File: config.mk
export PLATFORM = sky130hd
export DESIGN_NAME = nvm_byte_access_control
export DESIGN_NICKNAME = d
export VERILOG_FILES = /design/src/rtl/nvm_pkg.sv /design/src/rtl/nvm_byte_access_control.sv /design/src/rtl/nvm_unlock_seq.sv
export SDC_FILE = /design/constraint.sdc
export NUM_CORES = 1
export LEC_CHECK = 0
export ABC_AREA = 1
export BUFFER_PORTS_ARGS = -buffer_cell sky130_fd_sc_hd__buf_2
export CAP_MARGIN = 20
export CORE_MARGIN = 3
export CORE_UTILIZATION = 56
export CTS_CLUSTER_DIAMETER = 200
export CTS_CLUSTER_SIZE = 30
export DETAILED_ROUTE_END_ITERATION = 8
export PLACE_DENSITY = 0.84
export SETUP_SLACK_MARGIN = 0.4
export SYNTH_ARGS = -nofsm -noshare
export SYNTH_HDL_FRONTEND = slang
export SYNTH_SLANG_ARGS = --single-unit
export TNS_END_PERCENT = 20
File: constraint.sdc
create_clock -name core_clk_i -period 1.8 [get_ports core_clk_i]
set_input_delay 0.18 -clock core_clk_i [delete_from_list [all_inputs] [get_ports core_clk_i]]
set_output_delay 0.18 -clock core_clk_i [all_outputs]
set_load 0.05 [all_outputs]
File: src/rtl/nvm_pkg.sv
// Constants, field positions and carrier types for the byte-wide NVM access block.
// Assumes the core runs one instruction per core_clk_i cycle.
package nvm_pkg;

	// Register addresses in the core's register space
	localparam logic [8:0] ADDR_DATA_LOW = 9'h10c;
	localparam logic [8:0] ADDR_ADDR_LOW = 9'h10d;
	localparam logic [8:0] ADDR_DATA_HIGH = 9'h10e;
	localparam logic [8:0] ADDR_ADDR_HIGH = 9'h10f;
	localparam logic [8:0] ADDR_ACCESS_CONTROL = 9'h18c;
	localparam logic [8:0] ADDR_UNLOCK_PORT = 9'h18d;
	localparam logic [8:0] ADDR_EVENT_FLAGS = 9'h00d;

	// Field positions
	localparam int BIT_SPACE_SELECT = 7;
	localparam int BIT_ABORT = 3;
	localparam int BIT_PERMIT = 2;
	localparam int BIT_WRITE = 1;
	localparam int BIT_READ = 0;
	localparam int BIT_DONE = 4;

	// Unlock keys
	localparam logic [7:0] UNLOCK_KEY_FIRST = 8'h55;
	localparam logic [7:0] UNLOCK_KEY_SECOND = 8'haa;

	// Values after reset
	localparam logic [7:0] BYTE_RESET = 8'h00;
	localparam logic [5:0] HIGH_DATA_RESET = 6'h00;

	// Program word width; the high data register holds the upper bits
	localparam int PROG_WORD_W = 14;
	localparam int PROG_HIGH_W = PROG_WORD_W - 8;

	// Power-up write lockout
	localparam int CLK_HZ = 25_000_000;
	localparam int PWRUP_TIME_MS = 64;
	localparam int PWRUP_CYCLES = PWRUP_TIME_MS * (CLK_HZ / 1000);
	localparam int PWRUP_W = 21;

	typedef struct packed {
		logic wr;
		logic rd;
		logic [8:0] addr;
		logic [7:0] wdata;
	} reg_req_s;

	typedef struct packed {
		logic rd;
		logic wr;
		logic [7:0] addr;
		logic [7:0] wdata;
	} ee_req_s;

	typedef struct packed {
		logic fetch;
		logic [15:0] addr;
	} pm_req_s;

	typedef enum logic [1:0] {
		UNLOCK_IDLE,
		UNLOCK_FIRST,
		UNLOCK_ARMED
	} unlock_e;

	typedef enum logic [1:0] {
		PM_IDLE,
		PM_WAIT,
		PM_FETCH
	} pm_read_e;

endpackage

File: src/rtl/nvm_byte_access_control.sv
// Access control for data EEPROM bytes and program memory words, seen by the core as registers.
// Assumes an asynchronous-read EEPROM array, a program fetch port sampled in its slot,
// and a write-done pulse from the array.
//
// Behaviour
// [RULE1] - Firmware reads data: load low address, clear space select, set read strobe.
// [RULE2] - Data read result lands in low data register the very next cycle.
// [RULE3] - Read result stays until another read or a firmware write.
// [RULE4] - Firmware loads address and data registers before starting a write.
// [RULE5] - Write starts only after 55h then AAh to unlock port, then strobe.
// [RULE6] - Firmware should mask interrupts across the unlock sequence.
// [RULE7] - Write strobe cannot be set while write permit is clear.
// [RULE8] - Hardware never clears write permit; only firmware changes it.
// [RULE9] - Clearing write permit mid-cycle does not disturb the running write.
// [RULE10] - Write completion clears write strobe and sets write-complete flag.
// [RULE11] - Write-complete flag stays set until firmware clears it.
// [RULE12] - Firmware should keep write permit clear except while updating.
// [RULE13] - Firmware reads program memory: load both addresses, set space select, strobe.
// [RULE14] - Program read fetches in second cycle after strobe; that instruction is discarded.
// [RULE15] - Fetched word appears in both data registers next cycle and is held.
// [RULE16] - Firmware places two no-ops after a program read strobe.
// [RULE17] - Write strobe with program space selected clears at once, does nothing.
// [RULE18] - Abort flag sets when a reset cuts a write short, clears on completion.
// [RULE19] - Read strobe is set only by firmware, cleared only by hardware.
// [RULE20] - Write permit clears at power-up; writes blocked during 64 ms timer.
// [RULE21] - Unlock detector re-arms on any out-of-sequence port or strobe access.
`timescale 1ns/1ns
module nvm_byte_access_control
#(
	parameter int unsigned PWRUP_CYCLES = nvm_pkg::PWRUP_CYCLES
)
(
	input wire logic core_clk_i,
	input wire logic reset_n_i,
	input wire logic clk_en_i,
	input wire logic core_restart_i,
	input wire nvm_pkg::reg_req_s reg_req_i,
	output logic [7:0] reg_rdata_o,
	output nvm_pkg::ee_req_s ee_req_o,
	input wire logic [7:0] ee_rdata_i,
	input wire logic ee_wr_done_i,
	output nvm_pkg::pm_req_s pm_req_o,
	input wire logic [nvm_pkg::PROG_WORD_W-1:0] pm_rdata_i,
	output logic discard_instr_o,
	output logic program_done_o,
	output logic write_busy_o
);
	import nvm_pkg::*;

	function automatic logic hit(input reg_req_s req, input logic [8:0] addr);
		hit = req.wr && (req.addr == addr);
	endfunction

	logic [7:0] addr_low_r;
	logic [7:0] addr_high_r;
	logic [7:0] data_low_r;
	logic [PROG_HIGH_W-1:0] data_high_r;
	logic space_select_r;
	logic program_permit_r;
	logic program_abort_flag_r;
	logic program_done_flag_r;
	logic wr_r;
	logic [7:0] wr_addr_r;
	logic [7:0] wr_data_r;
	logic [PWRUP_W-1:0] pwrup_cnt_r;
	pm_read_e pm_state_r;
	logic [7:0] reg_rdata_r;

	logic ctrl_wr;
	logic port_wr;
	logic armed;
	logic pwrup_done;
	logic rd_request;
	logic data_rd_start;
	logic pm_rd_start;
	logic wr_start;
	logic wr_finish;
	logic wr_cut;

	assign ctrl_wr = hit(reg_req_i, ADDR_ACCESS_CONTROL);
	assign port_wr = hit(reg_req_i, ADDR_UNLOCK_PORT);
	assign pwrup_done = (pwrup_cnt_r == '0);

	// Read strobe only acts on a written one; a written zero is ignored
	assign rd_request = ctrl_wr && reg_req_i.wdata[BIT_READ] && (pm_state_r == PM_IDLE); // [RULE19]
	assign data_rd_start = rd_request && !reg_req_i.wdata[BIT_SPACE_SELECT]; // [RULE1]
	assign pm_rd_start = rd_request && reg_req_i.wdata[BIT_SPACE_SELECT]; // [RULE13]

	// Data space only; program space strobe is dropped and never stored
	assign wr_start = ctrl_wr && reg_req_i.wdata[BIT_WRITE] && !reg_req_i.wdata[BIT_SPACE_SELECT] // [RULE17]
		&& armed && program_permit_r && pwrup_done && !wr_r && !rd_request; // [RULE5] [RULE7] [RULE20]
	assign wr_finish = wr_r && ee_wr_done_i;
	assign wr_cut = wr_r && core_restart_i;

	nvm_unlock_seq u_unlock
	(
		.core_clk_i(core_clk_i),
		.reset_n_i(reset_n_i),
		.clk_en_i(clk_en_i),
		.port_wr_i(port_wr),
		.port_data_i(reg_req_i.wdata),
		.strobe_touch_i(ctrl_wr),
		.armed_o(armed)
	);

	// Power-up lockout; long count, so a simulation can shorten it
	always_ff @(posedge core_clk_i or negedge reset_n_i)
	begin
		if (!reset_n_i)
			pwrup_cnt_r <= PWRUP_W'(PWRUP_CYCLES - 1);
		else if (clk_en_i && !pwrup_done)
			pwrup_cnt_r <= pwrup_cnt_r - PWRUP_W'(1); // [RULE20]
	end

	// Address registers, firmware owned
	always_ff @(posedge core_clk_i or negedge reset_n_i)
	begin
		if (!reset_n_i)
		begin
			addr_low_r <= BYTE_RESET;
			addr_high_r <= BYTE_RESET;
		end
		else if (clk_en_i)
		begin
			if (hit(reg_req_i, ADDR_ADDR_LOW))
				addr_low_r <= reg_req_i.wdata;
			if (hit(reg_req_i, ADDR_ADDR_HIGH))
				addr_high_r <= reg_req_i.wdata;
		end
	end

	// Data registers: a read result wins over a firmware write in its cycle, which only the program fetch slot
	// can meet, since the core makes one access per cycle; results hold until the next read or a firmware write
	always_ff @(posedge core_clk_i or negedge reset_n_i)
	begin
		if (!reset_n_i)
		begin
			data_low_r <= BYTE_RESET;
			data_high_r <= HIGH_DATA_RESET;
		end
		else if (clk_en_i)
		begin
			if (data_rd_start)
				data_low_r <= ee_rdata_i; // [RULE2] [RULE3]
			else if (pm_state_r == PM_FETCH && !core_restart_i)
			begin
				data_low_r <= pm_rdata_i[7:0]; // [RULE15]
				data_high_r <= pm_rdata_i[PROG_WORD_W-1:8]; // [RULE15]
			end
			else
			begin
				if (hit(reg_req_i, ADDR_DATA_LOW))
					data_low_r <= reg_req_i.wdata; // [RULE3]
				if (hit(reg_req_i, ADDR_DATA_HIGH))
					data_high_r <= reg_req_i.wdata[PROG_HIGH_W-1:0];
			end
		end
	end

	// Space select and write permit; permit is never touched by hardware
	always_ff @(posedge core_clk_i or negedge reset_n_i)
	begin
		if (!reset_n_i)
		begin
			space_select_r <= 1'b0;
			program_permit_r <= 1'b0; // [RULE20]
		end
		else if (clk_en_i && ctrl_wr)
		begin
			space_select_r <= reg_req_i.wdata[BIT_SPACE_SELECT];
			program_permit_r <= reg_req_i.wdata[BIT_PERMIT]; // [RULE8]
		end
	end

	// Program read timing: strobe, one normal instruction, then the fetch slot
	always_ff @(posedge core_clk_i or negedge reset_n_i)
	begin
		if (!reset_n_i)
			pm_state_r <= PM_IDLE;
		else if (clk_en_i)
		begin
			if (core_restart_i)
				pm_state_r <= PM_IDLE;
			else
			begin
				unique case (pm_state_r)
					PM_IDLE:
					begin
						if (pm_rd_start)
							pm_state_r <= PM_WAIT; // [RULE14]
					end
					PM_WAIT: pm_state_r <= PM_FETCH; // [RULE14]
					PM_FETCH: pm_state_r <= PM_IDLE; // [RULE19]
					default: pm_state_r <= PM_IDLE;
				endcase
			end
		end
	end

	// Write cycle; address and data are latched so later firmware writes
	// and a cleared permit cannot change a running cycle
	always_ff @(posedge core_clk_i or negedge reset_n_i)
	begin
		if (!reset_n_i)
		begin
			wr_r <= 1'b0;
			wr_addr_r <= BYTE_RESET;
			wr_data_r <= BYTE_RESET;
		end
		else if (clk_en_i)
		begin
			if (wr_start)
			begin
				wr_r <= 1'b1; // [RULE5]
				wr_addr_r <= addr_low_r;
				wr_data_r <= data_low_r;
			end
			else if (wr_finish || wr_cut)
				wr_r <= 1'b0; // [RULE10] [RULE9]
		end
	end

	// Abort flag: hardware events win over a firmware write in the same cycle
	always_ff @(posedge core_clk_i or negedge reset_n_i)
	begin
		if (!reset_n_i)
			program_abort_flag_r <= 1'b0;
		else if (clk_en_i)
		begin
			if (wr_cut)
				program_abort_flag_r <= 1'b1; // [RULE18]
			else if (wr_finish)
				program_abort_flag_r <= 1'b0; // [RULE18]
			else if (ctrl_wr)
				program_abort_flag_r <= reg_req_i.wdata[BIT_ABORT];
		end
	end

	// Completion flag: set wins over a clear in the same cycle
	always_ff @(posedge core_clk_i or negedge reset_n_i)
	begin
		if (!reset_n_i)
			program_done_flag_r <= 1'b0;
		else if (clk_en_i)
		begin
			if (wr_finish && !core_restart_i)
				program_done_flag_r <= 1'b1; // [RULE10]
			else if (hit(reg_req_i, ADDR_EVENT_FLAGS))
				program_done_flag_r <= reg_req_i.wdata[BIT_DONE]; // [RULE11]
		end
	end

	// Register read port, one cycle after the request
	always_ff @(posedge core_clk_i or negedge reset_n_i)
	begin
		if (!reset_n_i)
			reg_rdata_r <= BYTE_RESET;
		else if (clk_en_i && reg_req_i.rd)
		begin
			unique case (reg_req_i.addr)
				ADDR_DATA_LOW: reg_rdata_r <= data_low_r;
				ADDR_ADDR_LOW: reg_rdata_r <= addr_low_r;
				ADDR_DATA_HIGH: reg_rdata_r <= {{(8 - PROG_HIGH_W){1'b0}}, data_high_r};
				ADDR_ADDR_HIGH: reg_rdata_r <= addr_high_r;
				ADDR_ACCESS_CONTROL: reg_rdata_r <= {space_select_r, 3'b000, program_abort_flag_r,
					program_permit_r, wr_r, (pm_state_r != PM_IDLE)};
				ADDR_EVENT_FLAGS: reg_rdata_r <= {3'b000, program_done_flag_r, 4'b0000};
				default: reg_rdata_r <= BYTE_RESET;
			endcase
		end
	end

	assign reg_rdata_o = reg_rdata_r;

	// Array side: read is asynchronous and captured at the strobe edge
	assign ee_req_o.rd = clk_en_i && data_rd_start; // [RULE2]
	assign ee_req_o.wr = wr_r; // [RULE9]
	assign ee_req_o.addr = wr_r ? wr_addr_r : addr_low_r;
	assign ee_req_o.wdata = wr_data_r;

	assign pm_req_o.fetch = (pm_state_r == PM_FETCH); // [RULE14]
	assign pm_req_o.addr = {addr_high_r, addr_low_r};

	// The instruction in the fetch slot must be thrown away by the core
	assign discard_instr_o = (pm_state_r == PM_FETCH); // [RULE14]
	assign program_done_o = program_done_flag_r;
	assign write_busy_o = wr_r;

endmodule

File: src/rtl/nvm_unlock_seq.sv
// Two-key unlock detector in front of the write strobe.
// Assumes port and strobe accesses arrive as one-cycle write pulses.
`timescale 1ns/1ns
module nvm_unlock_seq
(
	input wire logic core_clk_i,
	input wire logic reset_n_i,
	input wire logic clk_en_i,
	input wire logic port_wr_i,
	input wire logic [7:0] port_data_i,
	input wire logic strobe_touch_i,
	output logic armed_o
);
	import nvm_pkg::*;

	unlock_e state_r;

	// Any step out of order drops straight back to idle
	always_ff @(posedge core_clk_i or negedge reset_n_i)
	begin
		if (!reset_n_i)
			state_r <= UNLOCK_IDLE;
		else if (clk_en_i)
		begin
			unique case (state_r)
				UNLOCK_IDLE:
				begin
					if (port_wr_i && port_data_i == UNLOCK_KEY_FIRST)
						state_r <= UNLOCK_FIRST; // [RULE5]
				end
				UNLOCK_FIRST:
				begin
					if (port_wr_i)
						state_r <= (port_data_i == UNLOCK_KEY_SECOND) ? UNLOCK_ARMED : UNLOCK_IDLE; // [RULE5] [RULE21]
					else if (strobe_touch_i)
						state_r <= UNLOCK_IDLE; // [RULE21]
				end
				UNLOCK_ARMED:
				begin
					// Armed for exactly one strobe access
					if (port_wr_i || strobe_touch_i)
						state_r <= UNLOCK_IDLE; // [RULE5] [RULE21]
				end
				default: state_r <= UNLOCK_IDLE;
			endcase
		end
	end

	assign armed_o = (state_r == UNLOCK_ARMED);

endmodule

==> out/metrics.cfg, run 1 <==
[critical_path]
end_kind=flop
crit_fanout=2
cp.arrival_ns=2.06
crit_required_ns=2.12
path_class=reg2reg
reg2reg_slack_ns=0.06
cp-start-kind=flop

[yosys]
synth_nets=692
synth-async-reset-ratio=1.00
synth_area_leader_cell=dfrtp_1
ys_top_cells_by_count=nand2_1, dfrtp_1, nand3_1
postSynthCellCount=644
yosysWarningCount=0
synth.distinct_cells=36
synth_most_common_cell=nand2_1
synth-edff-count=0
ys.flop_type=dfrtp_1
syn-cell-area_um2=4790
synth.area.top_cells=dfrtp_1, nand2_1, dfstp_2, nand3_1, o21ai_0
ys_seq_elements=84
avgSynthCellArea_um2=7.44
yosysSeqAreaShare=0.442
yosysTopAreaCellShare=0.366

[clocking]
numCtsBuffers=9
cts_tree=built
cts_buffer_depth=2
clk_latency_ns=0.38
htree_num_levels=3
clkTransAtPathRegs_ns=0.11
clockRootBuffer=clkbuf_8
clock_sinks=84

[detailed_routing]
wirelength_um=16400
route.met3.wl_um=1740
wl_met2_um=7540
vias_per_cell=6.03
drcViolationCount=0
drt-met1-wl_um=6130
top_layer_used=met4
num_vias=5408
avgRoutedWirePerCell_um=18.3
antenna_left=0
drt_iter0_drc=695
first_pass_iters=8

[timing]
relSlewSlack=0.669
slew_violations=0
max_freq_ghz=0.573
rsz0062_at_grt=true
setup_viol=0
fin_crit_ns=1.74
hold_violations=0
period_share=0.969
clock_skew_ns=0.0235
worst_pin_slew_ns=0.495
setup-tns-final_ns=0

[layout]
stdcell_count=897
antenna_cells=0
drive_gt1_frac=0.338
final_util=0.764
area_growth_pct=31.7
num-nets-final=835
post-route-cell-area_um2=6310

[grt]
gr-total-overflow=0
grt_pass1_vias=4971
antenna_found_initial=0
grt_pass1_wl_um=24700
grt_max_degree=42
grt_usage=0.321

[floorplan]
dieArea_um2=9700
fp-row-count=33
core_region_area_um2=8260
die_h_um=98.5
io_pins=92
die_w_um=98.5
start_util=0.580

[run_status]
outcome=complete, no violations

[placement]
placed_area_um2=5470
portBuffers=91
dpl.cell_count=840
place_hpwl_um=10100
routabilityCongestion=0.992

[flow_run]
drv_cap=0

[power_and_ir_drop]
powerDensity_nw_per_um2=1110
ir_drop_uv=753
p_leak_nw=3.33
power.total_w=0.00700

[hold_path]
hp-class=in2reg

==> report_power, final <==
part           switching [W]  internal, W
clock               0.000796     0.000524
combinational        0.00167      0.00119
sequential          0.000452      0.00237
total                0.00291      0.00408
==> worst max-delay path, stage by stage (launching register included) <==
cell and delay (ns):
dfrtp_1 0.44, nor2_4 0.16, buf_4 0.13, buf_4 0.09, buf_4 0.10, nand2_1 0.07
nor3_1 0.30, xor2_1 0.22, nand2_1 0.08, nand2_1 0.09
==> what timing repair did <==
item                                   in CTS  in global routing
cloned                                      5                  0
resized for setup                          58                 31
endpoints found under the hold margin      18                  0
hold buffers                                1                  0
setup endpoints to repair                  60                 69
buffers inserted                           26                  9
pin swaps                                  13                 17
==> layout by cell type, fill, tap and decap left out, drive strengths merged, types with 6 or more instances in the layout <==
cell type | Yosys | routed
a31oi | 6 | 6
buf | 15 | 149
clkbuf | 6 | 9
dfrtp | 70 | 70
dfstp | 14 | 14
inv | 53 | 57
nand2 | 235 | 235
nand3 | 64 | 66
nand4 | 29 | 29
nor2 | 66 | 66
nor3 | 7 | 7
o21ai | 50 | 50
xnor2 | 9 | 9
xor2 | 10 | 10
==> stage by stage <==
stage                     hold slack [ns]  setup WS (ns)
after global routing               0.0846         0.0167
final                              0.0724         0.0560
after CTS                          0.0728          0.182
after floorplan                    -0.116          0.154
after detailed placement           0.0830         0.0984
after global placement             0.0785          0.169
==> sequential cells by signal, summed over array words and instances, names as in the netlist <==
register	flops
addr_high_r	8
addr_low_r	8
data_high_r	6
data_low_r	8
pm_state_r	2
program_abort_flag_r	1
program_done_o	1
program_permit_r	1
pwrup_cnt_r	21
reg_rdata_o	8
space_select_r	1
u_unlock.state_r	2
wr_addr_r	8
wr_data_r	8
write_busy_o	1
==> layer usage <==
layer | vias up | track usage
met5 | - | 0
met4 | 0 | 0.164
met3 | 117 | 0.0573
met2 | 425 | 0.510
met1 | 2496 | 0.424
li1 | 2370 | -
==> worst paths after layout <==
| kind | start | end | depth (start not counted) |
|---|---|---|---|
| max | pwrup_cnt_r[9] | pwrup_cnt_r[12] | 9 |
| min in group asynchronous | reset_n_i | data_high_r[4] | 2 |
| min | pm_rdata_i[9] | data_high_r[1] | 3 |
| max in group asynchronous | reset_n_i | wr_addr_r[4] | 3 |
| max reg2reg | pwrup_cnt_r[9] | pwrup_cnt_r[12] | 9 |
| min reg2reg | wr_data_r[6] | wr_data_r[6] | 2 |
==> layout make-up <==
cell class	instances	area (um2)
clock buffers	9	124
clock inverters	7	57.6
fillers	546	1950
inverters	55	213
multi-input cells	486	2590
flip-flops and latches	84	2120
well taps	105	131
repair buffers	151	1070
==> cells by family (layout without fill, tap and decap cells) <==
group,Yosys count,count (layout),share of synthesized area
compound gates,61,61,0.0674
xor+xnor,19,19,0.0347
fa+ha+maj,2,2,0.00522
buf+inv,76,222,0.0682
flops,84,84,0.442
simple gates,402,404,0.382
No activity file was read; power rests on OpenSTA's default activity.
==> run 2, diff against run 1 <==
Settings changed: ABC_AREA 1 to default, CORE_UTILIZATION 56 to 55, PLACE_DENSITY 0.84 to 0.83, SLEW_MARGIN from default to 20.
==> run 2 against run 1 <==
The run now ends with setup timing left. Flip-flop and latch count stayed put. Setup slack got worse by 0.59 ns. Sequential share of layout area grew 2.1 points.
==> out/metrics.cfg, run 2 <==
[yosys]
synth-edff-count=0  ; unchanged
ys_top_cells_by_count=dfrtp_1, mux2_2, nand2_1
synth.area.top_cells=dfrtp_1, mux2_2, dfstp_2, nand2_1, o21ai_0
synth_nets=446  ; -36%
ys.flop_type=dfrtp_1
synth.distinct_cells=64  ; +78%
yosysWarningCount=0  ; unchanged
synth_area_leader_cell=dfrtp_1
yosysTopAreaCellShare=0.402  ; +0.0363
syn-cell-area_um2=4360  ; -9.0%
yosysSeqAreaShare=0.486  ; +0.0439
synth-async-reset-ratio=1.00  ; unchanged
postSynthCellCount=398  ; -38%
avgSynthCellArea_um2=10.9  ; +47%
synth_most_common_cell=dfrtp_1
ys_seq_elements=84  ; unchanged

[layout]
fill_cells=453  ; -17%
drive_gt1_frac=0.513  ; +0.174
multi_input_area_um2=2310  ; -11%
final_util=0.792  ; +0.0281
final_cell_mix=buf_2, dfrtp_1, buf_4
num-nets-final=597  ; -29%
regMostFlops=pwrup_cnt_r
final_common_cell=buf_2
antenna_cells=0  ; unchanged
stdcell_count=653  ; -27%
largest_register_ff_count=21  ; unchanged
seqCellArea_um2=2120  ; about the same
area_growth_pct=36.0

[detailed_routing]
drcViolationCount=0  ; unchanged
antenna_left=0  ; unchanged
num_vias=3944  ; -27%
drt_iter0_drc=273  ; -61%
wirelength_um=13100  ; -20%
avgRoutedWirePerCell_um=20.0  ; +9.4%
vias_per_cell=6.04  ; +0.18%
first_pass_iters=5  ; -3

[timing]
hold_slack_ns=0.0926  ; +0.0202 ns
slew_violations=0  ; unchanged
worst_slack_ns=-0.531  ; -0.587 ns
setup-tns-final_ns=-13.44  ; -13.44 ns
hold_violations=0  ; unchanged
rsz0062_at_grt=true
max_freq_ghz=0.429  ; -25%
period_share=1.29  ; +0.326
fin_crit_ns=2.33  ; +0.587 ns
worst_pin_slew_ns=0.435  ; -0.0605 ns
setup_viol=39  ; +39
clock_skew_ns=0.0144  ; -0.00909 ns
relSlewSlack=0.706  ; +0.0373

[floorplan]
start_util=0.582  ; +0.00200
die_h_um=95.0  ; -3.5%
io_pins=92  ; unchanged
fp-row-count=31  ; -6.1%
dieArea_um2=9030  ; -6.9%
core_region_area_um2=7490  ; -9.3%
die_w_um=95.0  ; -3.5%

[run_status]
outcome=finished with violations
violations=setup timing

[critical_path]
cp.arrival_ns=2.62  ; +0.56 ns
reg2reg_slack_ns=-0.53  ; -0.59 ns
crit_end=pwrup_cnt_r[16]
reg2regPathDepth=5  ; -4
crit_required_ns=2.09  ; -0.03 ns
path_class=reg2reg
regToRegEndpoint=pwrup_cnt_r[16]
rr_startpoint=pwrup_cnt_r[7]
crit_start=pwrup_cnt_r[7]
end_kind=flop
cp-start-kind=flop
crit_fanout=4  ; +2

[flow_run]
drv_cap=0  ; unchanged

[power_and_ir_drop]
ir_drop_uv=559  ; -26%
powerDensity_nw_per_um2=887  ; -20%
power.total_w=0.00526  ; -25%
p_leak_nw=2.86  ; -14%

[placement]
routabilityCongestion=0.892  ; -10%
place_hpwl_um=9070  ; -10%
portBuffers=91  ; unchanged
dpl.cell_count=636  ; -24%

[grt]
antenna_found_initial=0  ; unchanged
grt_usage=0.297  ; -0.0241
grt_max_degree=42  ; unchanged
gr-total-overflow=0  ; unchanged
grt_pass1_vias=3968  ; -20%
grt_pass1_wl_um=20200  ; -18%

[clocking]
cts_buffer_depth=2  ; unchanged
cts_tree=built
clockRootBuffer=clkbuf_8
clk_latency_ns=0.36  ; -0.02 ns
clock_sinks=84  ; unchanged
clkTransAtPathRegs_ns=0.10  ; about the same
htree_num_levels=3  ; unchanged
numCtsBuffers=9  ; unchanged

[hold_path]
hold_depth=3  ; unchanged
hp-class=in2reg

## run 2: changes by cell type after synthesis, sizes merged, moves of 8 or more
cell    previous run  this run
nand2            235        33
nand3             64         8
mux2               0        50
inv               53         7
nor2              66        25
o21ai             50        22
nand4             29         6
a21oi              2        15
buf               15         5
mux2i              0        10
clkbuf             6        15
nor2b              0         8
nor4               0         8
## run 2: cell type report
type,count,area share
multi-input cells,286,0.389
flip-flops and latches,84,0.358
repair buffers,160,0.194
clock buffers,10,0.0215
well taps,99,0.0209
clock inverters,6,0.0120
inverters,8,0.00507
## run 2: kinds of logic after synthesis
| group | after synthesis | synth area share |
|---|---|---|
| buffers and inverters | 28 | 0.0278 |
| xor gates and xnor gates | 14 | 0.0281 |
| adders and majority gates | 2 | 0.00574 |
| and+or+nand+nor | 135 | 0.182 |
| muxes | 60 | 0.152 |
| DFF | 84 | 0.486 |
| AOI/OAI and AO/OA | 75 | 0.117 |
## run 2: how the worst min path moves through the flow
stage	start	end
finish	pm_rdata_i[9]	data_high_r[1]
global route	ee_rdata_i[1]	data_low_r[1]
CTS	core_restart_i	pm_state_r[1]
detailed placement	reset_n_i	u_unlock.state_r[1]
global placement	reset_n_i	wr_addr_r[7]
floorplan	reset_n_i	addr_high_r[0]
## run 2: what timing repair did
action / CTS / global route
setup endpoints to repair: 69 / 82
pin swaps: 7 / 9
gates resized for setup: 65 / 21
endpoints found under the hold margin: 20 / 0
buffers inserted: 0 / 0
hold buffers: 1 / 0
## run 2: stage by stage
stage	area (um2)	worst slack (ns)
4_1_cts	5850	-0.483
5_1_grt	5930	-0.579
3_3_place_gp	5410	-0.408
3_5_place_dp	5410	-0.466
2_1_floorplan	4380	-0.495
6_report	5930	-0.531
## run 2: layer usage
metal,part of all wire,track usage,wire length [um]
met1,0.39,0.362,5160
met3,0.057,0.0379,746
met2,0.51,0.534,6710
met5,0,0,0
met4,0.036,0.117,467
## run 2: critical path, cell delays in order (launching register included)
cell and delay, ns:
dfstp_2 0.39, or4_4 0.55, or4_4 0.52, or3b_4 0.43, nor4_2 0.20, xor2_1 0.17
## run 2: power breakdown
part	leakage, nW	switching, W	internal [W]
clock	0.0939	0.000748	0.000657
combinational	1.65	0.000727	0.000737
sequential	1.11	0.000178	0.00221
total	2.86	0.00165	0.00361
==> run 3, diff against run 2 <==
Settings changed: CELL_PAD_IN_SITES_DETAIL_PLACEMENT from default to 0, CELL_PAD_IN_SITES_GLOBAL_PLACEMENT from default to 1, CORE_UTILIZATION 55 to 43.
==> run 3 against run 2 <==
The flow still finishes with violations (setup timing). Register-to-register slack better by 0.07 ns. Clock skew hardly changed. Non-clock buffer count is 6 higher. Total power is 3.5% lower. Critical path type unchanged. Critical endpoint is now pwrup_cnt_r[18]. Largest cell class unchanged.
==> out/metrics.cfg, run 3 (same netlist as run 2, synthesis figures left out) <==
[run_status]
outcome=finished with violations
violations=setup timing

[critical_path]
crit_fanout=4  ; unchanged
cp_common_cell=or4_4
cp.arrival_ns=2.55  ; -0.07 ns
worst-path-buf-inv=0  ; unchanged
crit_family=simple AND/OR/NAND/NOR gates
crit_path_cell_trace=or4_4 > or4_4 > or3b_4 > nor3b_2 > xor2_1
critical-path-slowest-cell=or4_4
regToRegEndpoint=pwrup_cnt_r[18]
path_class=reg2reg
crit_required_ns=2.09  ; about the same
reg2reg_slack_ns=-0.46  ; +0.07 ns
rr_startpoint=pwrup_cnt_r[7]
end_kind=flop
reg2regPathDepth=5  ; unchanged
cpPeakStageDelay_ns=0.55  ; about the same
cp-start-kind=flop
path_depth=5  ; unchanged

[clocking]
clk_latency_ns=0.36  ; about the same
clkTransAtPathRegs_ns=0.09  ; about the same
clockRootBuffer=clkbuf_8
numCtsBuffers=9  ; unchanged
cts_buffer_depth=2  ; unchanged
htree_num_levels=3  ; unchanged
post-cts-setup-buffers=0  ; unchanged
cts_tree=built
clock_sinks=84  ; unchanged

[power_and_ir_drop]
p_int_w=0.00358  ; -0.88%
power.switching_w=0.00150  ; -9.3%
ir_drop_uv=412  ; -26%
power.total_w=0.00507  ; -3.5%
netSwitchingFraction=0.295  ; -0.0189
powerDensity_nw_per_um2=830  ; -6.5%
p_leak_nw=2.92  ; +2.4%
p_clk_frac=0.255  ; -0.012
seq_power_share=0.466  ; +0.012
combPwrFrac=0.279  ; about the same

[timing]
fin_crit_ns=2.26  ; -0.0732 ns
worst_slack_ns=-0.458  ; +0.0732 ns
period_share=1.25  ; -0.0407
worst_pin_slew_ns=0.530  ; +0.0949 ns
rsz0062_at_grt=true
max_freq_ghz=0.443  ; +3.2%
relSlewSlack=0.644  ; -0.0620
hold_violations=0  ; unchanged
slew_violations=0  ; unchanged
setup_viol=39  ; unchanged
clock_skew_ns=0.0147  ; +0.000318 ns

[layout]
final_util=0.623  ; -0.169
largest_register_ff_count=21  ; unchanged
antenna_cells=0  ; unchanged
area_growth_pct=40.4
final_cell_mix=buf_2, dfrtp_1, buf_4
drive_gt1_frac=0.528  ; +0.0151
regMostFlops=pwrup_cnt_r
final_common_cell=buf_2
num-nets-final=603  ; +1.0%

[grt]
grt_pass1_vias=4003  ; +0.88%
grt_pass1_wl_um=20500  ; +1.2%
grt_usage=0.231  ; -0.0659
grt_max_degree=39  ; -7.1%
antenna_found_initial=1  ; +1
gr-total-overflow=0  ; unchanged

[placement]
portBuffers=91  ; unchanged
routabilityCongestion=0.910  ; +2.0%
place_hpwl_um=9440  ; +4.1%

[flow_run]
drv_cap=0  ; unchanged

[detailed_routing]
avgRoutedWirePerCell_um=18.1  ; -9.4%
first_pass_iters=5  ; unchanged
drt_iter0_drc=163  ; -40%
num_vias=3743  ; -5.1%
vias_per_cell=5.41  ; -10%
antenna_left=0  ; unchanged
drcViolationCount=0  ; unchanged
wirelength_um=12600  ; -4.0%

[hold_path]
hold_depth=2  ; -1
hold_start=ee_rdata_i[2]
hold_end=data_low_r[2]
hp-class=in2reg

[floorplan]
start_util=0.444  ; -0.138
die_h_um=107  ; +12%
io_pins=92  ; unchanged
die_w_um=107  ; +12%
dieArea_um2=11400  ; +26%
fp-row-count=36  ; +16%
core_region_area_um2=9820  ; +31%

[run 3: cell count changes in the layout (fill, tap and decap cells not counted), sizes merged]
cell      change
clkinvlp      -2
inv           -3
clkinv        +4
buf           +6
[run 3: timing repair]
item / in CTS / in global routing
resized for setup: 82 / 20
pin swaps: 19 / 14
endpoints found under the setup margin: 70 / 91
hold buffers: 1 / 0
endpoints found under the hold margin: 26 / 0
[run 3: area by class of cell]
cell class              instances  area [um2]
flip-flops and latches         84        2120
fillers                       848        3700
clock buffers                  10         128
repair buffers                166        1190
well taps                     133         166
multi-input cells             286        2420
inverters                       8        30.0
clock inverters                 5        53.8
[run 3: worst max path at each step]
stage,slack (ns),end,from
6_report,-0.46,pwrup_cnt_r[18],pwrup_cnt_r[7]
5_1_grt,-0.51,pwrup_cnt_r[18],pwrup_cnt_r[7]
4_1_cts,-0.46,pwrup_cnt_r[18],pwrup_cnt_r[7]
3_5_place_dp,-0.46,pwrup_cnt_r[16],pwrup_cnt_r[7]
3_3_place_gp,-0.42,pwrup_cnt_r[16],pwrup_cnt_r[7]
2_1_floorplan,-0.50,wr_addr_r[0],pwrup_cnt_r[10]
[run 3: metrics by stage]
stage | setup WS (ns) | area, um2 | hold slack, ns | cells | TNS, ns
3_3_place_gp | -0.419 | 5500 | 0.191 | 676 | -11.13
5_1_grt | -0.512 | 6120 | 0.0798 | 692 | -14.40
6_report | -0.458 | 6120 | 0.0961 | 692 | -11.45
2_1_floorplan | -0.495 | 4380 | -0.116 | 398 | -11.12
3_5_place_dp | -0.461 | 5500 | 0.193 | 676 | -12.34
4_1_cts | -0.464 | 6020 | 0.0677 | 692 | -12.07
[run 3: power by group through the flow]
| stage | Combinational, W | Sequential, W | Clock [W] |
|---|---|---|---|
| finish | 0.00141 | 0.00237 | 0.00129 |
| global route | 0.00155 | 0.00239 | 0.00140 |
| CTS | 0.00138 | 0.00236 | 0.00133 |
| detailed placement | 0.00130 | 0.00240 | 0 |
| global placement | 0.00127 | 0.00238 | 0 |
| floorplan | 0.000538 | 0.00244 | 0 |
[run 3: worst reg2reg max path, delay by kind of cell, from the launching register on]
family	cells	cell delay, ns
AND/OR/NAND/NOR	4	1.68
flip-flops	1	0.37
XOR/XNOR	1	0.15
[run 3: routing by layer]
| layer | track usage | share of wire | vias up |
|---|---|---|---|
| met5 | 0 | 0.00056 | - |
| met4 | 0.0813 | 0.018 | 2 |
| met3 | 0.0560 | 0.057 | 17 |
| met2 | 0.384 | 0.50 | 117 |
| met1 | 0.295 | 0.43 | 1820 |
| li1 | - | - | 1787 |
